[src/rlo_pkg.sv]
// rlo_pkg: constants, mode and state types, and carriers for the ramp limit override.
// assumes settings arrive in the units below: time 0.1 s, voltage 1 V, current 0.1 A, gain 0.01.
package rlo_pkg;
   // data widths
   localparam int SPD_W = 16; // integer rpm
   localparam int FRAC_W = 8; // fraction bits of the ramp accumulator
   localparam int ACC_W = SPD_W + FRAC_W; // fixed-point ramp width
   localparam int VOLT_W = 11; // link voltage, volts
   localparam int CUR_W = 11; // current, 0.1 A
   localparam int GAIN_W = 10; // gain, 0.01 units
   localparam int TIME_W = 14; // ramp time, 0.1 s
   localparam int CLASS_W = 2; // supply class
   // third ramp time, 0.1 s units
   localparam logic [TIME_W-1:0] RAMP3_MIN = 14'h0001; // 0.1 s
   localparam logic [TIME_W-1:0] RAMP3_MAX = 14'h2706; // 999.0 s
   localparam logic [TIME_W-1:0] RAMP3_DFLT = 14'h0032; // 5.0 s
   // link voltage actuation level, volts
   localparam logic [VOLT_W-1:0] VLEVEL_MIN = 11'h153; // 339 V
   localparam logic [VOLT_W-1:0] VLEVEL_MAX = 11'h4B0; // 1200 V
   localparam logic [VOLT_W-1:0] VLEVEL_DFLT0 = 11'h190; // 400 V, class 0
   localparam logic [VOLT_W-1:0] VLEVEL_DFLT1 = 11'h320; // 800 V, class 1
   localparam logic [VOLT_W-1:0] VLEVEL_DFLT2 = 11'h3E8; // 1000 V, class 2
   localparam logic [CLASS_W-1:0] CLASS_1 = 2'h1;
   localparam logic [CLASS_W-1:0] CLASS_2 = 2'h2;
   // proportional gain, 0.01 units
   localparam logic [GAIN_W-1:0] GAIN_MAX = 10'h3E7; // 9.99
   localparam logic [GAIN_W-1:0] GAIN_DFLT = 10'h096; // 1.50
   // gain/100 done as multiply by 655 then shift 16: 0.05 % low, avoids a divider
   localparam logic [15:0] GAIN_RECIP = 16'h028F;
   localparam int GAIN_SHIFT = 16;
   // output current threshold, 0.1 A
   localparam logic [CUR_W-1:0] CUR_MAX = 11'h7D0; // 200.0 A
   localparam int CUR_DFLT_NUM = 3; // default is 3/2 of rated current
   localparam int CUR_DFLT_SH = 1;

   // limitation mode, in setting order 0..3
   typedef enum logic [1:0]
   {
      MODE_VHOLD_CDEC,
      MODE_VACC_CDEC,
      MODE_VHOLD_CHOLD,
      MODE_VACC_CHOLD
   } rlo_mode_t;
   localparam rlo_mode_t LIMIT_MODE_DFLT = MODE_VHOLD_CDEC;

   // ramp control states
   typedef enum logic [2:0]
   {
      RS_TRACK,
      RS_VHOLD,
      RS_VACCEL,
      RS_CHOLD,
      RS_CDEC
   } rlo_state_t;

   // settings carrier
   typedef struct packed
   {
      rlo_mode_t limit_mode_select;
      logic [TIME_W-1:0] third_ramp_time; // 0 selects default
      logic [VOLT_W-1:0] link_voltage_limit_level; // 0 selects class default
      logic [GAIN_W-1:0] link_voltage_gain; // above max selects default
      logic [CUR_W-1:0] max_output_current; // 0 selects 1.5 x rated
      logic [CUR_W-1:0] rated_current;
      logic [SPD_W-1:0] maximum_speed;
      logic [SPD_W-1:0] minimum_speed;
      logic [CLASS_W-1:0] supply_class_select;
   } rlo_cfg_t;

   // measurement carrier
   typedef struct packed
   {
      logic [VOLT_W-1:0] measured_link_voltage;
      logic [CUR_W-1:0] motor_current;
   } rlo_meas_t;
endpackage : rlo_pkg

[src/rlo_ramp_limit_override.sv]
// rlo_ramp_limit_override: speed ramp with link voltage and output current override.
// assumes synchronous inputs, a one-cycle tick pulse per control period, steady settings.
//
// Function
// - third ramp time 0.1..999.0 s, default 5.0
// - limitation stops tracking, holds the ramp or moves at third rate
// - voltage limitation wins over current limitation
// - mode 0..3 decodes hold/accel and decel/hold
// - voltage hold freezes ramp while decelerating only
// - voltage accel adds gain times error always
// - level 339..1200 V, class default 400/800/1000
// - gain 0.00..9.99, default 1.50
// - current hold freezes ramp while moving
// - current decel ramps toward minimum speed at third rate, then recovers
// - current threshold 0..200.0 A, default 1.5x rated
// - third ramp overrides first and second ramps
`timescale 1ns/1ps
module rlo_ramp_limit_override
   import rlo_pkg::*;
#(
   parameter int TICKS_PER_DS = 100 // control ticks per 0.1 s
)
(
   input wire logic clk_sys, // system clock, 200 MHz
   input wire logic rst, // async reset, high
   input wire logic ce, // clock enable, low freezes all state
   input wire logic tick, // control tick pulse
   input wire rlo_cfg_t cfg, // settings
   input wire rlo_meas_t meas, // measured voltage and current
   input wire logic [SPD_W-1:0] speed_ref, // speed reference, rpm
   input wire logic [ACC_W-1:0] normal_step, // first/second ramp step per tick
   output logic [SPD_W-1:0] speed_cmd, // commanded speed, rpm
   output logic volt_limit_active, // voltage limitation overriding
   output logic cur_limit_active, // current limitation overriding
   output rlo_state_t ramp_state // present override state
);
   // ramp ticks must fit the divider width
   if (TICKS_PER_DS < 1 || TICKS_PER_DS > 1679)
   begin : g_chk
      $error("rlo_ramp_limit_override: TICKS_PER_DS out of range");
   end

   localparam int PROD_W = GAIN_W + VOLT_W + 16; // correction product width

   // registers and their next values
   logic [ACC_W-1:0] ramp_ff; // ramp accumulator, fixed point
   logic [SPD_W-1:0] speed_cmd_ff; // output speed
   logic volt_lim_ff; // voltage status
   logic cur_lim_ff; // current status
   rlo_state_t state_ff; // override state
   logic [ACC_W-1:0] nxt_ramp; // next ramp value
   logic [SPD_W-1:0] nxt_speed_cmd; // next output speed
   rlo_state_t nxt_state; // next state

   // settings with defaults and range limits
   wire logic [TIME_W-1:0] time_eff = (cfg.third_ramp_time == '0) ? RAMP3_DFLT :
      (cfg.third_ramp_time > RAMP3_MAX) ? RAMP3_MAX : cfg.third_ramp_time;
   wire logic [VOLT_W-1:0] class_level = (cfg.supply_class_select == CLASS_1) ? VLEVEL_DFLT1 :
      (cfg.supply_class_select == CLASS_2) ? VLEVEL_DFLT2 : VLEVEL_DFLT0;
   wire logic [VOLT_W-1:0] level_eff = (cfg.link_voltage_limit_level == '0) ? class_level :
      (cfg.link_voltage_limit_level < VLEVEL_MIN) ? VLEVEL_MIN :
      (cfg.link_voltage_limit_level > VLEVEL_MAX) ? VLEVEL_MAX : cfg.link_voltage_limit_level;
   wire logic [GAIN_W-1:0] gain_eff = (cfg.link_voltage_gain > GAIN_MAX) ? GAIN_DFLT :
      cfg.link_voltage_gain;
   wire logic [CUR_W+1:0] cur_dflt = (CUR_W+2)'((cfg.rated_current * CUR_DFLT_NUM) >> CUR_DFLT_SH);
   wire logic [CUR_W+1:0] cur_pick = (cfg.max_output_current == '0) ? cur_dflt :
      {2'h0, cfg.max_output_current};
   wire logic [CUR_W-1:0] cur_eff = (cur_pick > {2'h0, CUR_MAX}) ? CUR_MAX : cur_pick[CUR_W-1:0];

   // mode decode
   wire logic v_acc_mode = (cfg.limit_mode_select == MODE_VACC_CDEC) ||
      (cfg.limit_mode_select == MODE_VACC_CHOLD);
   wire logic c_hold_mode = (cfg.limit_mode_select == MODE_VHOLD_CHOLD) ||
      (cfg.limit_mode_select == MODE_VACC_CHOLD);

   // fixed-point speed bounds and reference
   wire logic [ACC_W-1:0] max_fx = {cfg.maximum_speed, {FRAC_W{1'b0}}};
   wire logic [ACC_W-1:0] min_fx = {cfg.minimum_speed, {FRAC_W{1'b0}}};
   wire logic [ACC_W-1:0] raw_fx = {speed_ref, {FRAC_W{1'b0}}};
   wire logic [ACC_W-1:0] ref_fx = (raw_fx > max_fx) ? max_fx : (raw_fx < min_fx) ? min_fx : raw_fx;
   wire logic decel = ref_fx < ramp_ff; // ramp heading down
   wire logic moving = ref_fx != ramp_ff; // ramp not settled

   // third ramp step from divider
   wire logic [ACC_W-1:0] ramp_ticks = ACC_W'(time_eff * TICKS_PER_DS);
   logic [ACC_W-1:0] step3; // third ramp step per tick
   rlo_step_div #(.W(ACC_W)) u_div
   (
      .clk_sys(clk_sys),
      .rst(rst),
      .ce(ce),
      .num(max_fx),
      .den(ramp_ticks),
      .quo(step3)
   );

   // limit detection and arbitration
   wire logic volt_hit = meas.measured_link_voltage >= level_eff; // level reached
   wire logic cur_hit = meas.motor_current > cur_eff; // above threshold
   wire logic volt_act = volt_hit & (v_acc_mode | decel);
   wire logic cur_act = cur_hit & (~c_hold_mode | moving) & ~volt_act;

   // proportional correction in rpm, only above the level
   wire logic [VOLT_W-1:0] v_err = volt_hit ? VOLT_W'(meas.measured_link_voltage - level_eff) : '0;
   wire logic [PROD_W-1:0] corr_full = PROD_W'(gain_eff) * PROD_W'(v_err) * PROD_W'(GAIN_RECIP);
   wire logic corr_sat = |corr_full[PROD_W-1:GAIN_SHIFT+SPD_W]; // overflows rpm range
   wire logic [SPD_W-1:0] corr = corr_sat ? '1 : corr_full[GAIN_SHIFT+SPD_W-1:GAIN_SHIFT];

   // next state: voltage first, then current, else track
   always_comb
   begin
      if (volt_act)
      begin
         nxt_state = v_acc_mode ? RS_VACCEL : RS_VHOLD;
      end
      else if (cur_act)
      begin
         nxt_state = c_hold_mode ? RS_CHOLD : RS_CDEC;
      end
      else
      begin
         nxt_state = RS_TRACK;
      end
   end

   // move the ramp toward its target without overshoot
   function automatic logic [ACC_W-1:0] step_to(input logic [ACC_W-1:0] cur, input logic [ACC_W-1:0] tgt,
      input logic [ACC_W-1:0] stp);
      logic [ACC_W-1:0] gap;
      gap = (tgt > cur) ? tgt - cur : cur - tgt;
      if (gap <= stp)
      begin
         step_to = tgt;
      end
      else
      begin
         step_to = (tgt > cur) ? cur + stp : cur - stp;
      end
   endfunction : step_to

   // ramp update per state
   always_comb
   begin
      case (nxt_state)
         RS_TRACK: nxt_ramp = step_to(ramp_ff, ref_fx, normal_step); // ordinary ramp
         RS_CDEC: nxt_ramp = step_to(ramp_ff, min_fx, step3);
         RS_VHOLD: nxt_ramp = ramp_ff;
         RS_CHOLD: nxt_ramp = ramp_ff;
         RS_VACCEL: nxt_ramp = ramp_ff; // correction does the pushing
         default: nxt_ramp = ramp_ff;
      endcase
   end

   // output = ramp plus correction, clamped to the maximum speed
   wire logic [SPD_W-1:0] corr_add = v_acc_mode ? corr : {SPD_W{1'b0}}; // correction in accelerate modes only
   wire logic [SPD_W:0] sum = {1'b0, nxt_ramp[ACC_W-1:FRAC_W]} + {1'b0, corr_add};
   assign nxt_speed_cmd = (sum > {1'b0, cfg.maximum_speed}) ? cfg.maximum_speed : sum[SPD_W-1:0];

   // state registers, advance on tick only
   always_ff @(posedge clk_sys or posedge rst)
   begin
      if (rst)
      begin
         ramp_ff <= '0;
         speed_cmd_ff <= '0;
         volt_lim_ff <= 1'b0;
         cur_lim_ff <= 1'b0;
         state_ff <= RS_TRACK;
      end
      else if (ce && tick)
      begin
         ramp_ff <= nxt_ramp;
         speed_cmd_ff <= nxt_speed_cmd;
         volt_lim_ff <= volt_act;
         cur_lim_ff <= cur_act;
         state_ff <= nxt_state;
      end
   end

   assign speed_cmd = speed_cmd_ff;
   assign volt_limit_active = volt_lim_ff;
   assign cur_limit_active = cur_lim_ff;
   assign ramp_state = state_ff;
endmodule : rlo_ramp_limit_override

[src/rlo_step_div.sv]
// rlo_step_div: iterative unsigned divider giving the third-ramp step per tick.
// assumes slowly changing settings; result refreshes every W+1 enabled cycles.
`timescale 1ns/1ps
module rlo_step_div
   import rlo_pkg::*;
#(
   parameter int W = ACC_W
)
(
   input wire logic clk_sys, // system clock
   input wire logic rst, // async reset, high
   input wire logic ce, // clock enable
   input wire logic [W-1:0] num, // dividend
   input wire logic [W-1:0] den, // divisor, nonzero
   output logic [W-1:0] quo // last finished quotient
);
   logic [W:0] rem_ff; // partial remainder
   logic [W-1:0] dvd_ff; // dividend bits still to shift in
   logic [W-1:0] den_ff; // divisor snapshot
   logic [W-1:0] q_ff; // quotient under construction
   logic [W-1:0] quo_ff; // finished quotient
   logic [$clog2(W+1)-1:0] cnt_ff; // bits remaining, 0 = load
   wire logic [W:0] shifted = {rem_ff[W-1:0], dvd_ff[W-1]}; // next trial remainder
   wire logic fits = shifted >= {1'b0, den_ff}; // trial subtract succeeds
   wire logic loading = cnt_ff == '0; // start a new division

   if (W < 2)
   begin : g_chk
      $error("rlo_step_div: width too small");
   end

   // one quotient bit per enabled cycle after the load cycle
   always_ff @(posedge clk_sys or posedge rst)
   begin
      if (rst)
      begin
         rem_ff <= '0;
         dvd_ff <= '0;
         den_ff <= '0;
         q_ff <= '0;
         quo_ff <= '0;
         cnt_ff <= '0;
      end
      else if (ce)
      begin
         if (loading)
         begin
            rem_ff <= '0;
            dvd_ff <= num;
            den_ff <= den;
            q_ff <= '0;
            cnt_ff <= ($clog2(W+1))'(W);
         end
         else
         begin
            rem_ff <= fits ? shifted - {1'b0, den_ff} : shifted;
            dvd_ff <= {dvd_ff[W-2:0], 1'b0};
            q_ff <= {q_ff[W-2:0], fits};
            cnt_ff <= cnt_ff - 1'b1;
            // last bit: publish result
            if (cnt_ff == 1'b1)
            begin
               quo_ff <= {q_ff[W-2:0], fits};
            end
         end
      end
   end

   assign quo = quo_ff;
endmodule : rlo_step_div
[config.mk]
export PLATFORM = sky130hd
export DESIGN_NAME = rlo_ramp_limit_override
export DESIGN_NICKNAME = d
export VERILOG_FILES = /design/src/rlo_pkg.sv /design/src/rlo_ramp_limit_override.sv /design/src/rlo_step_div.sv
export SDC_FILE = /design/constraint.sdc
export NUM_CORES = 2
export LEC_CHECK = 0
export ABC_AREA = 1
export BUFFER_PORTS_ARGS = -buffer_cell sky130_fd_sc_hd__buf_2
export CORE_MARGIN = 2
export CORE_UTILIZATION = 50
export CTS_CLUSTER_SIZE = 30
export DETAILED_ROUTE_END_ITERATION = 10
export GPL_ROUTABILITY_DRIVEN = 1
export HOLD_SLACK_MARGIN = 0.12
export PLACE_DENSITY = 0.71
export SLEW_MARGIN = 15
export SYNTH_ARGS = -nofsm -noshare
export SYNTH_HDL_FRONTEND = slang
export SYNTH_SLANG_ARGS = --single-unit
export TNS_END_PERCENT = 50
[constraint.sdc]
create_clock -name clk_sys -period 8.7 [get_ports clk_sys]
set_input_delay 1.305 -clock clk_sys [delete_from_list [all_inputs] [get_ports clk_sys]]
set_output_delay 1.305 -clock clk_sys [all_outputs]
set_load 0.01 [all_outputs]
==> Word-level counts from Yosys, hierarchy flattened <==
Index checks and enable logic that the tools add are counted.
{ "word_totals": {"ff_bits": 164, "input_bits": 159} }
{ "classes": {"bitwise": 8, "eq_ne": 8, "add_sub_neg": 12, "multipliers": 4, "n_reduce_logical": 12, "mux": 31, "order_cmp": 16} }
{ "ops": {"columns": ["op", "n"], "rows": [
  ["24-bit two-way mux", 11],
  ["24-bit subtractor", 6],
  ["24-bit greater-than comparator", 3],
  ["11-bit two-way mux", 5],
  ["24-bit adder", 2],
  ["24-bit less-or-equal comparator", 2],
  ["24-bit < comparator", 2],
  ["24-bit case mux with 2 select lines", 1],
  ["21-bit by 10-bit multiplier with 31-bit output (second input constant)", 1],
  ["10-bit two-way mux", 3],
  ["14-bit two-way mux", 2],
  ["25-bit by 21-bit greater-or-equal comparator with 1-bit output", 1],
  ["24-bit != test", 1],
  ["24-bit by 21-bit subtractor with 24-bit output", 1],
  ["23-bit two-way mux", 1],
  ["11-bit logical NOT", 2],
  ["10-bit by 11-bit multiplier with 21-bit output", 1],
  ["14-bit by 5-bit multiplier with 19-bit output (second input constant)", 1],
  ["16-bit by 15-bit adder with 17-bit output", 1],
  ["17-bit by 16-bit greater-than comparator with 1-bit output", 1],
  ["16-bit two-way mux", 1],
  ["15-bit two-way mux", 1],
  ["14-bit greater-than comparator (second input constant)", 1],
  ["14-bit logical NOT", 1],
  ["27 further kinds", 39]
]} }

==> Depth between registers and ports, before layout <==
{ "depth": {"ltp_word": 15, "depth_mapped": 82, "ltp_nobuf": 82} }

==> Cells and area by module <==
Synthesis repeated with hierarchy kept, for this count alone.
{ "unflattened": {"hier_cells": 4451, "area_unflattened_um2": 30648.1} }
{ "by_module_without_submodules": {"columns": ["module", "n_inst", "area_each_um2", "cells_per_inst"], "rows": [
  ["rlo_ramp_limit_override", 1, 23560.1, 3523],
  ["rlo_step_div", 1, 7088.0, 928]
]} }

==> Least setup slack after synthesis <==
No wires, ideal clock.
{ "synth_path": {"path_type": "input-to-reg", "start": "input cfg[67] (netlist name)", "end": "register speed_cmd_ff[13] (netlist: speed_cmd[13])", "t_arrival_ns": 14.804, "stages": 73, "slack_ns": -6.221, "n_path_buf": 1, "setup_time_ns": 0.117, "path_cell_list": "inv_1 > o21ai_0 > a31oi_1 > o21ai_0 > inv_1 > nor2_1 > nand2_1 > ha_1 > nand2_1 > o21ai_1 > nand2_1 > nand2_1 > a21o_2 > inv_1 > nor3_1 > inv_1 > nor2_1 > fa_1 > (+37 left out) > nand2_1 > a21oi_1 > o21ai_0 > xnor2_1 > inv_1 > ha_1 > nand2_1 > nor2_1 > a211oi_1 > a21boi_0 > o21ai_0 > nand2_1 > nand2_1 > nand2_1 > clkbuf_1 > nand3_1 > nand3_1 > nand2_1"} }
{ "synth_via": {"elab_chain_cells": 15, "elab_cells_between_ends": 23} }
{ "synth_lines": {"columns": ["element", "line_no", "rtl"], "rows": [
  ["start, declared", "rlo_ramp_limit_override.sv:28", "input wire rlo_cfg_t cfg,"],
  ["11-bit greater-than comparator", "rlo_ramp_limit_override.sv:62", "(cfg.link_voltage_limit_level > VLEVEL_MAX) ? VLEVEL_MAX : cfg.link_voltage_limit_level;"],
  ["11-bit two-way mux", "rlo_ramp_limit_override.sv:62", null],
  ["11-bit two-way mux", "rlo_ramp_limit_override.sv:61", "(cfg.link_voltage_limit_level < VLEVEL_MIN) ? VLEVEL_MIN :"],
  ["11-bit two-way mux (*)", "rlo_ramp_limit_override.sv:60", "wire logic [VOLT_W-1:0] level_eff = (cfg.link_voltage_limit_level == '0) ? class_level :"],
  ["parallel branches: the longest is 8 deep, another holds 21-bit by 10-bit multiplier with 31-bit output", null, null],
  ["16-bit by 15-bit adder with 17-bit output (*)", "rlo_ramp_limit_override.sv:156", "wire logic [SPD_W:0] sum = {1'b0, nxt_ramp[ACC_W-1:FRAC_W]} + {1'b0, corr_add};"],
  ["17-bit by 16-bit greater-than comparator with 1-bit output", "rlo_ramp_limit_override.sv:157", "assign nxt_speed_cmd = (sum > {1'b0, cfg.maximum_speed}) ? cfg.maximum_speed : sum[SPD_W-1:0];"],
  ["16-bit two-way mux (*)", "rlo_ramp_limit_override.sv:157", null],
  ["end signal, assigned", "rlo_ramp_limit_override.sv:173", "speed_cmd_ff <= nxt_speed_cmd;"],
  ["end, declared", "rlo_ramp_limit_override.sv:47", "logic [SPD_W-1:0] speed_cmd_ff;"]
]} }
Every way passes the cells marked *.
A chain may end at the register's enable or synchronous reset.

==> Final worst setup path <==
{ "layout_path": {"start": "input cfg[70] (netlist name)", "end": "register speed_cmd_ff[14] (netlist: speed_cmd[14])"} }
The elaborated chain is that of the path after synthesis.

==> results.cfg <==
[placed_design]
port_buffers = 179
dp_hpwl_um = 80600
place_congestion = 0.985

[critical_path]
crit_slowest_cell = fa_1
crit_path_frequent_cell = fa_1
crit_path_start_kind = input pin
critPathBufInv = 16
cpLargestDelayFamily = adder cells
cp-end-kind = register
path_max_fanout = 6
crit_arrival_ns = 14.50
worstPathRequired_ns = 9.06
max_stage_delay_ns = 0.57
crit_type = input pin to register

[global_routing]
grt_max_degree = 100
antenna_found_initial = 4
overflow = 0
grt_use_total_pct = 32.4
grt_pass1_wl_um = 156000
grt_pass1_vias = 30600

[floorplan]
coreArea_mm2 = 0.0576
start_util_pct = 50.4
die-area_mm2 = 0.0600
die_x_um = 245
die_h_um = 245
io_pins = 180
rows = 88

[status]
status = finished with violations
violations = negative setup slack

[detailed_routing]
vias_per_cell = 5.36
wl_per_cell_um = 16.7
wl_um = 97300
vias = 31200
first_pass_iters = 6
drcViolationCount = 0
ant_nets = 0
drt-initial-drc-count = 2441

[sta]
relSlewSlack_pct = 37.6
fin_ws_ns = -5.44
grt_setup_unrepaired = yes
post-route-period-util_pct = 163
finalHoldViolations = 0
whs_ns = 0.472
fmax_mhz = 70.7
worst_pin_slew_ns = 0.937
setup_violations = 16
finClkSkew_ns = 0.0180
post-route-min-period_ns = 14.14
maxSlewViolCount = 0

[clocking]
clock_latency_ns = 0.48
holdBufCountCts = 0
cts_tree = yes
cts_sinks = 156
clk_pin_slew_ns = 0.08
ctsLongestPathBuffers = 2
htreeDepth = 4
root_buffer = clkbuf_16
cts_buffers = 17

[yosys]
synth_top_cell_area_share_pct = 21.4
yosysMostFrequentCell = nand2_1
synth_ff_type = dfrtp_1
netlist_top_cells_count = 843 x nand2_1, 763 x inv_1, 497 x ha_1
yosys.area.top_type = ha_1
syn_area_mm2 = 0.0290
synthCells = 4186
synth-edff-count = 0
yosysSeqAreaShare_pct = 13.4
mappedNetlistNets = 4992
async_flop_share_pct = 100
synth_area_leaders = ha_1 21%, dfrtp_1 13%, nand2_1 11%, fa_1 10%, inv_1 9.9%
yosysUniqueCellTypes = 56
avgSynthCellArea_um2 = 6.94
synth-seq-cells = 156
yosys_warnings = 0

[final_layout]
syn_to_final_growth_pct = 30.8
drive_above_1_share_pct = 24.0
fin_nets = 5857
nFillCells = 5110

[min_path]
hold_path_class = register to register

[job]
drv_cap = 0
[worst reg2reg max path, delay by kind of cell, from the launching register on]
| kind | cells | cell delay [ns] |
|---|---|---|
| AO/OA/AOI/OAI | 13 | 2.03 |
| XOR/XNOR | 1 | 0.20 |
| adder cells (fa/ha/maj) | 4 | 1.32 |
| buffers and inverters | 8 | 1.09 |
| flip-flops | 1 | 0.71 |
| AND/OR/NAND/NOR | 29 | 3.08 |
[state kept, by name (all words and copies together), names as in the netlist]
| name | cells |
|---|---|
| u_div.q_ff | 23 |
| u_div.quo | 24 |
| u_div.rem_ff | 24 |
| volt_limit_active | 1 |
| ramp_ff | 24 |
| u_div.cnt_ff | 5 |
| speed_cmd | 16 |
| u_div.den_ff | 19 |
| u_div.dvd_ff | 16 |
| ramp_state | 3 |
| cur_limit_active | 1 |
[layout make-up]
| cell class | instances | area [µm²] | area share [%] |
|---|---|---|---|
| repair buffers | 916 | 6540 | 17.2 |
| flip-flops and latches | 156 | 3900 | 10.3 |
| diodes | 3 | 7.51 | 0.0198 |
| inverters | 775 | 2930 | 7.70 |
| well taps | 765 | 957 | 2.52 |
| clock inverters | 14 | 203 | 0.534 |
| multi-input cells | 3185 | 23000 | 60.6 |
| clock buffers | 18 | 439 | 1.16 |
[worst paths after layout]
check	from	to	slack [ns]	cells after the start
max	cfg[70]	speed_cmd[14]	-5.44	73
max in group asynchronous	rst	speed_cmd[6]	6.34	3
min in group asynchronous	rst	u_div.q_ff[18]	1.06	2
max reg2reg	ramp_ff[17]	speed_cmd[14]	0.20	55
min	u_div.q_ff[11]	u_div.quo[12]	0.47	2
min reg2reg	u_div.q_ff[11]	u_div.quo[12]	0.47	2
[metrics by stage]
step	setup WS, ns	TNS, ns	utilization [%]	instances	instance area, µm²
finish	-5.44	-86.10	65.9	5832	38000
global route	-6.10	-97.04	65.9	5832	38000
detailed placement	-5.96	-94.80	62.8	5746	36100
CTS	-5.07	-80.53	65.4	5820	37700
global placement	-5.77	-91.92	62.8	5746	36100
floorplan	-5.04	-80.09	-	4186	29400
[kinds of logic (layout without fill, tap and decap cells)]
logic type	count (synthesis)	count (layout)	share of synthesized area, %
AOI/OAI and AO/OA	833	833	16.3
adders and majority gates	647	647	31.8
DFF	156	156	13.4
xor gates and xnor gates	180	180	5.43
buffers and inverters	846	1723	11.1
and+or+nand+nor	1520	1521	21.9
other	0	3	0
muxes	4	4	0.138
[cell usage in the layout, fill, tap and decap left out, types with 14 or more instances in the layout]
cell and count:
nand2_1 817, inv_1 730, buf_4 725, ha_1 468, nor2_1 319, a21oi_1 294, o21ai_0 263, buf_2 175
nand3_1 163, dfrtp_1 156, fa_1 146, xor2_1 130, nand2_2 41, nor3_1 40, xnor2_1 37, nand4_1 36
inv_2 36, o211ai_1 36, o22ai_1 36, a21oi_2 27, ha_4 25, o221ai_1 24, nor2_2 22, o21a_1 20
a21o_1 17, clkbuf_16 17, a31oi_1 16, nor4_1 15, o21bai_1 14
[routing by layer]
layer	global-route usage, %	share of wire (%)	vias to the layer above
li1	-	-	15400
met1	45.3	44	14600
met2	52.0	45	1048
met3	4.89	7.9	152
met4	8.90	2.6	2
met5	0	0.013	-
[what timing repair did]
| item | in CTS | in global routing |
|---|---|---|
| buffers inserted | 40 | 9 |
| pin swaps | 95 | 47 |
| gates resized for setup | 131 | 50 |
| endpoints found under the setup margin | 16 | 16 |
| gates cloned | 2 | 0 |
Power is left out: the tool's default activity adds up to more than one toggle a clock period on the data nets, which glitch-free logic cannot reach.
